===== config.mk =====
export PLATFORM = sky130hd
export DESIGN_NAME = trx_top
export DESIGN_NICKNAME = d
export VERILOG_FILES = /design/src/trx_top.v /design/src/trx_fifo.v
export VERILOG_INCLUDE_DIRS = /design/src /design/src/inc
export SDC_FILE = /design/constraint.sdc
export NUM_CORES = 1
export LEC_CHECK = 0
export BUFFER_PORTS_ARGS = -buffer_cell sky130_fd_sc_hd__buf_2
export CORE_ASPECT_RATIO = 1.4
export CORE_MARGIN = 3
export CORE_UTILIZATION = 50
export CTS_CLUSTER_DIAMETER = 100
export DETAILED_ROUTE_END_ITERATION = 12
export PLACE_DENSITY = 0.72
export SLEW_MARGIN = 20
export SYNTH_ARGS = -nofsm -noshare
export SYNTH_HDL_FRONTEND = slang
export SYNTH_SLANG_ARGS = --single-unit

===== constraint.sdc =====
create_clock -name pclk -period 3.8 [get_ports pclk]
set_clock_uncertainty 0.05 [all_clocks]
set_input_delay 0.76 -clock pclk [delete_from_list [all_inputs] [get_ports pclk]]
set_output_delay 0.76 -clock pclk [all_outputs]
set_load 0.03 [all_outputs]

===== src/inc/trx_regs.vh =====
// Purpose: Constants for the registered bus transceiver block
// Assumes: 32-bit APB, word aligned registers
// Notes:   Offsets are byte addresses
`ifndef TRX_REGS_VH
`define TRX_REGS_VH

// ==========================================================
// Widths and sizes
`define TRX_DATA_W        18
`define TRX_LOG_DEPTH     16
`define TRX_LOG_AW        4
`define TRX_ADDR_W        8

// ==========================================================
// Register offsets
`define TRX_CTRL_OFS      8'h00
`define TRX_STATUS_OFS    8'h04
`define TRX_FWD_DATA_OFS  8'h08
`define TRX_REV_DATA_OFS  8'h0c
`define TRX_LOG_DATA_OFS  8'h10
`define TRX_LOG_STAT_OFS  8'h14

// ==========================================================
// Field positions
`define TRX_CTRL_POWER_BIT    0
`define TRX_CTRL_LOG_EN_BIT   1
`define TRX_CTRL_RESET        2'h3
`define TRX_STAT_FWD_OE_BIT   8
`define TRX_STAT_REV_OE_BIT   9
`define TRX_LOG_VALID_BIT     31
`define TRX_LOG_OVR_BIT       8
`define TRX_LOG_RDY_BIT       9
`define TRX_CTL_INH_BIT       0
`define TRX_CTL_CLK_BIT       1
`define TRX_CTL_LE_BIT        2
`define TRX_CTL_OEN_BIT       3

`endif


===== src/trx_top.v =====
// Purpose: Two-direction registered bus transceiver with APB status
// Assumes: Pin inputs are asynchronous to pclk and are synchronised
// Notes:   Clocked capture is edge detected on the sampled direction clock
//
// Overview of operation
// RQ1: Eighteen data bits pass in each direction between card port and backplane port.
// RQ2: A high output enable puts that direction's outputs in high impedance whatever else happens.
// RQ3: A low output enable makes that direction drive the value chosen by latch, clock and inhibit.
// RQ4: With latch enable high the output follows the source data regardless of clock and inhibit.
// RQ5: With latch enable and inhibit low and a steady clock the output keeps its stored value.
// RQ6: With latch enable and inhibit low each rising clock edge captures and presents the source data.
// RQ7: With inhibit high and latch enable low clock edges are ignored and the stored value is kept.
// RQ8: Latching with the clock high keeps the level present before the latch enable fell.
// RQ9: The reverse direction behaves the same with its own four controls.
// RQ10: An undriven card-side input is held at its last valid level.
// RQ11: When powered down every output driver is disabled.
// RQ12: Card logic places no pull resistors on card-side inputs since hold logic keeps them valid.
// RQ13: The two directions store independently and the enable gates only the drivers.
//
// Our own choices: the APB slave port and the register addresses.
`timescale 1ns/1ps
`default_nettype none
`include "trx_regs.vh"

module trx_top #(
  parameter W         = `TRX_DATA_W,
  parameter LOG_DEPTH = `TRX_LOG_DEPTH,
  parameter LOG_AW    = `TRX_LOG_AW
) (
  input  wire                   pclk,
  input  wire                   presetn,
  input  wire                   psel,
  input  wire                   penable,
  input  wire                   pwrite,
  input  wire [`TRX_ADDR_W-1:0] paddr,
  input  wire [31:0]            pwdata,
  output wire [31:0]            prdata,
  output wire                   pready,
  output wire                   pslverr,
  input  wire [W-1:0]           a_in,
  input  wire                   a_in_driven,
  output wire [W-1:0]           a_out,
  output wire                   a_oe,
  input  wire [W-1:0]           b_in,
  output wire [W-1:0]           b_out,
  output wire                   b_oe,
  input  wire                   fwd_output_enable_n,
  input  wire                   fwd_latch_transparent,
  input  wire                   fwd_capture_clock,
  input  wire                   fwd_clock_inhibit,
  input  wire                   rev_output_enable_n,
  input  wire                   rev_latch_transparent,
  input  wire                   rev_capture_clock,
  input  wire                   rev_clock_inhibit,
  output wire                   log_ready
);

  localparam LW = W + 1;

  // ==========================================================
  // Input synchronisers
  reg  [7:0]     ctl_s1_r;
  reg  [7:0]     ctl_s2_r;
  reg  [7:0]     ctl_s3_r;
  reg  [2*W:0]   din_s1_r;
  reg  [2*W:0]   din_s2_r;
  reg  [W-1:0]   a_hold_r;

  wire [7:0] ctl_pins = {rev_output_enable_n, rev_latch_transparent, rev_capture_clock, rev_clock_inhibit,
                         fwd_output_enable_n, fwd_latch_transparent, fwd_capture_clock, fwd_clock_inhibit};

  wire [W-1:0] a_sync     = din_s2_r[W-1:0];
  wire [W-1:0] b_sync     = din_s2_r[2*W-1:W];
  wire         a_drv_sync = din_s2_r[2*W];

  always @(posedge pclk or negedge presetn) begin
    if (!presetn) begin
      ctl_s1_r <= 8'h99;
      ctl_s2_r <= 8'h99;
      ctl_s3_r <= 8'h99;
      din_s1_r <= {(2*W+1){1'b0}};
      din_s2_r <= {(2*W+1){1'b0}};
      a_hold_r <= {W{1'b0}};
    end else begin
      ctl_s1_r <= ctl_pins;
      ctl_s2_r <= ctl_s1_r;
      ctl_s3_r <= ctl_s2_r;
      din_s1_r <= {a_in_driven, b_in, a_in};
      din_s2_r <= din_s1_r;
      if (a_drv_sync) begin
        a_hold_r <= a_sync; // RQ10
      end
    end
  end

  // Card-side value with the keeper standing in for an undriven input
  wire [W-1:0] a_eff = a_drv_sync ? a_sync : a_hold_r; // RQ10

  // ==========================================================
  // Software control
  reg  [1:0] ctrl_r;
  wire       power_on = ctrl_r[`TRX_CTRL_POWER_BIT];
  wire       log_en   = ctrl_r[`TRX_CTRL_LOG_EN_BIT];

  // ==========================================================
  // Per-direction storage and drivers
  wire [2*W-1:0] src_w = {b_sync, a_eff};
  wire [2*W-1:0] out_w;
  wire [1:0]     oe_w;
  wire [1:0]     cap_w;

  genvar d;
  generate
    for (d = 0; d < 2; d = d + 1) begin : g_dir // RQ9
      reg  [W-1:0] store_r;
      reg  [W-1:0] store_nxt;
      reg          oe_r;
      wire         inh   = ctl_s2_r[d*4 + `TRX_CTL_INH_BIT];
      wire         clk_n = ctl_s2_r[d*4 + `TRX_CTL_CLK_BIT];
      wire         clk_p = ctl_s3_r[d*4 + `TRX_CTL_CLK_BIT];
      wire         le    = ctl_s2_r[d*4 + `TRX_CTL_LE_BIT];
      wire         oe_n  = ctl_s2_r[d*4 + `TRX_CTL_OEN_BIT];
      wire         rise  = clk_n & ~clk_p;
      wire         cap   = ~le & ~inh & rise; // RQ6 RQ7
      wire [W-1:0] src   = src_w[d*W +: W];

      always @* begin
        store_nxt = store_r; // RQ5 RQ7 RQ8
        if (le) begin
          store_nxt = src; // RQ4
        end else if (cap) begin
          store_nxt = src; // RQ6
        end
      end

      // Storage runs whatever the enable, so only the driver is gated
      always @(posedge pclk or negedge presetn) begin
        if (!presetn) begin
          store_r <= {W{1'b0}};
          oe_r    <= 1'b0;
        end else begin
          store_r <= store_nxt; // RQ13
          oe_r    <= power_on & ~oe_n; // RQ2 RQ3 RQ11
        end
      end

      assign out_w[d*W +: W] = store_r;
      assign oe_w[d]         = oe_r;
      assign cap_w[d]        = cap;
    end
  endgenerate

  assign b_out = out_w[W-1:0]; // RQ1
  assign b_oe  = oe_w[0];
  assign a_out = out_w[2*W-1:W]; // RQ1
  assign a_oe  = oe_w[1];

  // ==========================================================
  // Capture log
  reg           ovr_r;
  reg           pop_ok_r;
  wire          fifo_in_ready;
  wire          fifo_out_valid;
  wire [LW-1:0] fifo_out_data;
  wire [LOG_AW:0] fifo_count;

  wire          push_req  = log_en & (cap_w[0] | cap_w[1]);
  wire          push_rev  = ~cap_w[0];
  wire [LW-1:0] push_data = push_rev ? {1'b1, src_w[2*W-1:W]} : {1'b0, src_w[W-1:0]};
  wire          push_lost = log_en & ((push_req & ~fifo_in_ready) | (cap_w[0] & cap_w[1]));

  // ==========================================================
  // APB slave
  reg  [31:0] prdata_r;
  reg         pready_r;
  reg         pslverr_r;
  reg  [31:0] rd_nxt;
  reg         err_nxt;

  wire setup_done = psel & penable & ~pready_r;
  wire xfer_done  = psel & penable & pready_r;
  wire wr_done    = xfer_done & pwrite;
  wire log_pop    = xfer_done & ~pwrite & (paddr == `TRX_LOG_DATA_OFS) & pop_ok_r;

  always @* begin
    rd_nxt  = 32'h0000_0000;
    err_nxt = 1'b0;
    if (paddr == `TRX_CTRL_OFS) begin
      rd_nxt[1:0] = ctrl_r;
    end else if (paddr == `TRX_STATUS_OFS) begin
      rd_nxt[7:0]                  = ctl_s2_r;
      rd_nxt[`TRX_STAT_FWD_OE_BIT] = oe_w[0];
      rd_nxt[`TRX_STAT_REV_OE_BIT] = oe_w[1];
    end else if (paddr == `TRX_FWD_DATA_OFS) begin
      rd_nxt[W-1:0] = out_w[W-1:0];
    end else if (paddr == `TRX_REV_DATA_OFS) begin
      rd_nxt[W-1:0] = out_w[2*W-1:W];
    end else if (paddr == `TRX_LOG_DATA_OFS) begin
      rd_nxt[`TRX_LOG_VALID_BIT] = fifo_out_valid;
      if (fifo_out_valid) begin
        rd_nxt[LW-1:0] = fifo_out_data;
      end
    end else if (paddr == `TRX_LOG_STAT_OFS) begin
      rd_nxt[LOG_AW:0]         = fifo_count;
      rd_nxt[`TRX_LOG_OVR_BIT] = ovr_r;
      rd_nxt[`TRX_LOG_RDY_BIT] = fifo_in_ready;
    end else begin
      err_nxt = 1'b1;
    end
  end

  always @(posedge pclk or negedge presetn) begin
    if (!presetn) begin
      prdata_r  <= 32'h0000_0000;
      pready_r  <= 1'b0;
      pslverr_r <= 1'b0;
      pop_ok_r  <= 1'b0;
      ctrl_r    <= `TRX_CTRL_RESET;
      ovr_r     <= 1'b0;
    end else begin
      pready_r <= setup_done;
      if (setup_done) begin
        prdata_r  <= pwrite ? 32'h0000_0000 : rd_nxt;
        pslverr_r <= err_nxt;
        pop_ok_r  <= fifo_out_valid;
      end else begin
        pslverr_r <= 1'b0;
      end
      if (wr_done & (paddr == `TRX_CTRL_OFS)) begin
        ctrl_r <= pwdata[1:0];
      end
      // Overrun set wins over a same-cycle clear
      if (push_lost) begin
        ovr_r <= 1'b1;
      end else if (wr_done & (paddr == `TRX_LOG_STAT_OFS) & pwdata[`TRX_LOG_OVR_BIT]) begin
        ovr_r <= 1'b0;
      end
    end
  end

  assign prdata  = prdata_r;
  assign pready  = pready_r;
  assign pslverr = pslverr_r;

  trx_fifo #(
    .W     (LW),
    .DEPTH (LOG_DEPTH),
    .AW    (LOG_AW)
  ) u_log (
    .clk       (pclk),
    .rst_n     (presetn),
    .in_valid  (push_req),
    .in_ready  (fifo_in_ready),
    .in_data   (push_data),
    .out_valid (fifo_out_valid),
    .out_ready (log_pop),
    .out_data  (fifo_out_data),
    .count     (fifo_count)
  );

  assign log_ready = fifo_in_ready;

endmodule // trx_top

`default_nettype wire


===== src/trx_fifo.v =====
// Purpose: Parameterised FIFO holding captured transfer words
// Assumes: DEPTH is a power of two equal to 2**AW
// Notes:   Flags are registered
`timescale 1ns/1ps
`default_nettype none

module trx_fifo #(
  parameter W     = 19,
  parameter DEPTH = 16,
  parameter AW    = 4
) (
  input  wire          clk,
  input  wire          rst_n,
  input  wire          in_valid,
  output wire          in_ready,
  input  wire [W-1:0]  in_data,
  output wire          out_valid,
  input  wire          out_ready,
  output wire [W-1:0]  out_data,
  output wire [AW:0]   count
);

  localparam [AW:0] FULL_CNT = DEPTH[AW:0];

  reg [W-1:0]  mem_r [0:DEPTH-1];
  reg [AW-1:0] wr_ptr_r;
  reg [AW-1:0] rd_ptr_r;
  reg [AW:0]   count_r;
  reg [AW:0]   count_nxt;
  reg          in_ready_r;
  reg          out_valid_r;

  wire do_push = in_valid & in_ready_r;
  wire do_pop  = out_ready & out_valid_r;

  assign in_ready  = in_ready_r;
  assign out_valid = out_valid_r;
  assign out_data  = mem_r[rd_ptr_r];
  assign count     = count_r;

  // ==========================================================
  // Occupancy
  always @* begin
    count_nxt = count_r;
    if (do_push & ~do_pop) begin
      count_nxt = count_r + 1'b1;
    end else if (do_pop & ~do_push) begin
      count_nxt = count_r - 1'b1;
    end
  end

  always @(posedge clk or negedge rst_n) begin
    if (!rst_n) begin
      wr_ptr_r    <= {AW{1'b0}};
      rd_ptr_r    <= {AW{1'b0}};
      count_r     <= {(AW+1){1'b0}};
      in_ready_r  <= 1'b1;
      out_valid_r <= 1'b0;
    end else begin
      if (do_push) begin
        wr_ptr_r <= wr_ptr_r + 1'b1;
      end
      if (do_pop) begin
        rd_ptr_r <= rd_ptr_r + 1'b1;
      end
      count_r     <= count_nxt;
      in_ready_r  <= (count_nxt != FULL_CNT);
      out_valid_r <= (count_nxt != {(AW+1){1'b0}});
    end
  end

  // ==========================================================
  // Storage
  always @(posedge clk) begin
    if (do_push) begin
      mem_r[wr_ptr_r] <= in_data;
    end
  end

endmodule // trx_fifo

`default_nettype wire


==> run_results.csv <==
group,metric,value,unit
floorplanning,initial_core_util,50.6,%
worst_setup_path,cp-start-kind,"flop",
global_routing,grt_usage,20.5,%
layout,multi_input_area,0.00440,mm²
floorplanning,die_w,169,µm
worst_setup_path,critical_path_arrival,3.09,ns
global_routing,grt-ovfl-total,0,
power_and_ir_drop,vdd_drop_max,0.000282,V
timing,rsz0062_at_grt,"no",
clock_network,clkTransAtPathRegs,0.06,ns
drt,drt_pre_antenna_iters,6,
timing,maxSlewHeadroom,34.5,%
synth,yosysMostFrequentCell,"edfxtp_1",
synth,synth-seq-cells,493,
synth,synth_edf_count,304,
power_and_ir_drop,power_leakage,8.16,nW
run_status,outcome,"finished, final reports clean",
timing,maxSlewViolCount,0,
synth,syn_area,0.0186,mm²
worst_setup_path,cp_slowest_cell,"nor2_2",
timing,finalSetupViolations,0,
timing,fmax,346,MHz
drt,vias,9994,
layout,drive_above_1_share,31.8,%
synth,synth.distinct_cells,61,
drt,drt_wl_total,40.6,mm
power_and_ir_drop,p_per_area,510,mW/mm²
clock_network,cts_buffers,43,
clock_network,clk-insertion-delay-late,0.55,ns
synth,synthTopCellsByArea,"edfxtp_1 (49%), dfrtp_1 (24%), mux4_2 (9.8%), dfstp_2 (1.6%), mux2_2 (1.5%)",
layout,final_nets,1335,
placed_design,dp_hpwl,27.1,mm
clock_network,clockBufferDepth,3,
worst_setup_path,cp_top_family,"simple AND/OR/NAND/NOR gates",
timing,fin_crit,2.89,ns
synth,postSynth.asyncResetShare,38.3,%
worst_setup_path,rr_startpoint,"ctl_s2_r[2]",
power_and_ir_drop,total_power,11.1,mW
clock_network,root_buffer,"clkbuf_16",
worst_setup_path,cp_max_fo,12,
synth,yosysTopAreaCellShare,49.0,%
worst_setup_path,critPathMaxStageDelay,0.58,ns
floorplanning,num_io_pins,163,
synth,syn_inst,1062,
placed_design,place.gp.congestion,0.886,
layout,diodes,0,
synth,synth_top_area_cell,"edfxtp_1",
clock_network,cts_tree,"built",
worst_setup_path,regToRegSetupSlack,0.91,ns
clock_network,cts.sinks,493,
layout,syn2layout_area_growth,16.7,%
synth,ys.flop_type,"edfxtp_1",
synth,synth.avg_cell_area,17.5,µm²
floorplanning,core.rowCount,83,
worst_setup_path,path_buf_inv,1,
worst_setup_path,critPathKind,"reg -> reg",
worst_setup_path,rr_worst_depth,5,
worst_setup_path,cp_cell_sequence,"nor4b_2 -> o211a_1 -> nand2_1 -> nor2_2 -> buf_12",
timing,fin_tns_setup,0,ns
timing,tightest_slew,0.977,ns
floorplanning,dieArea,0.0396,mm²
synth,synth_commonest_cells,"edfxtp_1 (304), dfrtp_1 (178), mux4_2 (81)",
drt,drc,0,
clock_network,ctsResizeCount,0,
synth,synth-seq-area-share,74.5,%
global_routing,grt_start_max_net_pins,78,
timing,hold_violations,0,
global_routing,grt_pass1_vias,10500,
layout,fill_cells,2684,
drt,drt_iter0_drc,931,
drt,final_antenna_net_count,0,
floorplanning,fp.dieH,234,µm
drt,via_per_inst,5.75,
layout,seq_area,0.0139,mm²
drt,wire_per_inst,23.4,µm
global_routing,grt_pass1_wl,61.7,mm
timing,period_share,76.0,%
job,max_cap_viol_count,0,
floorplanning,core_area,0.0368,mm²
worst_setup_path,end_kind,"flop",
min_path,hold_path.class,"in -> async",
placed_design,io_buffers,121,
global_routing,antenna_found_initial,0,
clock_network,cts_hold_buf,0,
worst_setup_path,regToRegEndpoint,"u_log.mem_r[5][15]",
clock_network,post_cts_buffers,0,
synth,yosys_warnings,0,
clock_network,htree_levels,2,
worst_setup_path,worstPathRequired,4.00,ns
## logic make-up (layout without fill, tap and decap cells)
| logic type | after synthesis | after routing | synth area share [%] |
|---|---|---|---|
| flops | 493 | 493 | 74.5 |
| simple gates | 176 | 176 | 4.49 |
| compound gates | 150 | 150 | 5.28 |
| mux | 127 | 127 | 12.4 |
| buf+inv | 100 | 298 | 2.42 |
| xor+xnor | 8 | 8 | 0.376 |
| fa+ha+maj | 7 | 7 | 0.470 |
| other cells | 1 | 12 | 0.0201 |
## cell usage in the layout, fill, tap and decap left out, types with 17 or more instances in the layout
| cell | n |
|---|---|
| mux2i_1 | 21 |
| clkbuf_16 | 43 |
| inv_1 | 36 |
| edfxtp_1 | 304 |
| buf_4 | 53 |
| a21oi_1 | 48 |
| a22oi_1 | 17 |
| o21ai_0 | 27 |
| buf_2 | 120 |
| nand2_1 | 72 |
| dfrtp_1 | 176 |
| mux4_2 | 81 |
| mux2_2 | 25 |
| nor2_1 | 37 |
## worst reg2reg max path, delay by kind of cell, from the launching register on
family / cells / cell delay (ns)
compound gates: 1 / 0.52
buf+inv: 1 / 0.24
flops: 1 / 0.42
simple gates: 3 / 1.37
## per-stage QoR
stage	setup slack, ns	cells	area [µm²]	utilization [%]	hold WS, ns
after floorplan	0.647	1073	18700	-	0.281
after global placement	0.980	1660	20200	54.9	0.283
after detailed placement	0.920	1660	20200	54.9	0.286
after CTS	0.909	1738	21700	59.1	0.192
after global routing	0.771	1738	21700	59.1	0.197
final	0.913	1738	21700	59.1	0.162
## worst max-delay path by stage
stage / from / end / slack, ns / depth (start not counted)
floorplan: ctl_s2_r[2] / u_log.mem_r[3][0] / 0.65 / 5
global placement: ctl_s2_r[2] / u_log.mem_r[11][14] / 0.98 / 5
detailed placement: ctl_s2_r[2] / u_log.mem_r[5][15] / 0.92 / 5
CTS: ctl_s2_r[2] / u_log.mem_r[11][6] / 0.91 / 5
global route: ctl_s2_r[2] / u_log.mem_r[5][7] / 0.77 / 5
finish: ctl_s2_r[2] / u_log.mem_r[5][15] / 0.91 / 5
## layer usage
layer,global-route usage [%],up-vias,wire (µm)
met3,2.73,75,2390
li1,-,4386,-
met4,6.57,0,1120
met5,0,-,0
met2,37.3,352,21600
met1,25.5,5181,15500
## sequential cells by signal (all words and copies together), names as in the netlist, 4 cells and up
signal,cells
a_hold_r,18
u_log.rd_ptr_r,4
din_s1_r,37
din_s2_r,37
ctl_s2_r,8
u_log.wr_ptr_r,4
a_out,18
ctl_s1_r,8
prdata,20
u_log.mem_r,304
u_log.count,5
b_out,18
## layout make-up
type                       instances  area share [%]
clock inverter                    26            1.65
sequential                       493            63.9
timing repair buffer             184            5.58
inverter                          36           0.622
multi-input combinational        480            20.2
clock buffer                      52            5.38
tap                              467            2.69
## power breakdown
group	leakage [nW]	switching (mW)	total (mW)	internal, mW
Clock	0.755	1.90	4.66	2.76
Sequential	5.00	0.0753	5.91	5.83
Combinational	2.41	0.361	0.509	0.147
Total	8.16	2.34	11.1	8.74
(Power assumes the default switching activity.)
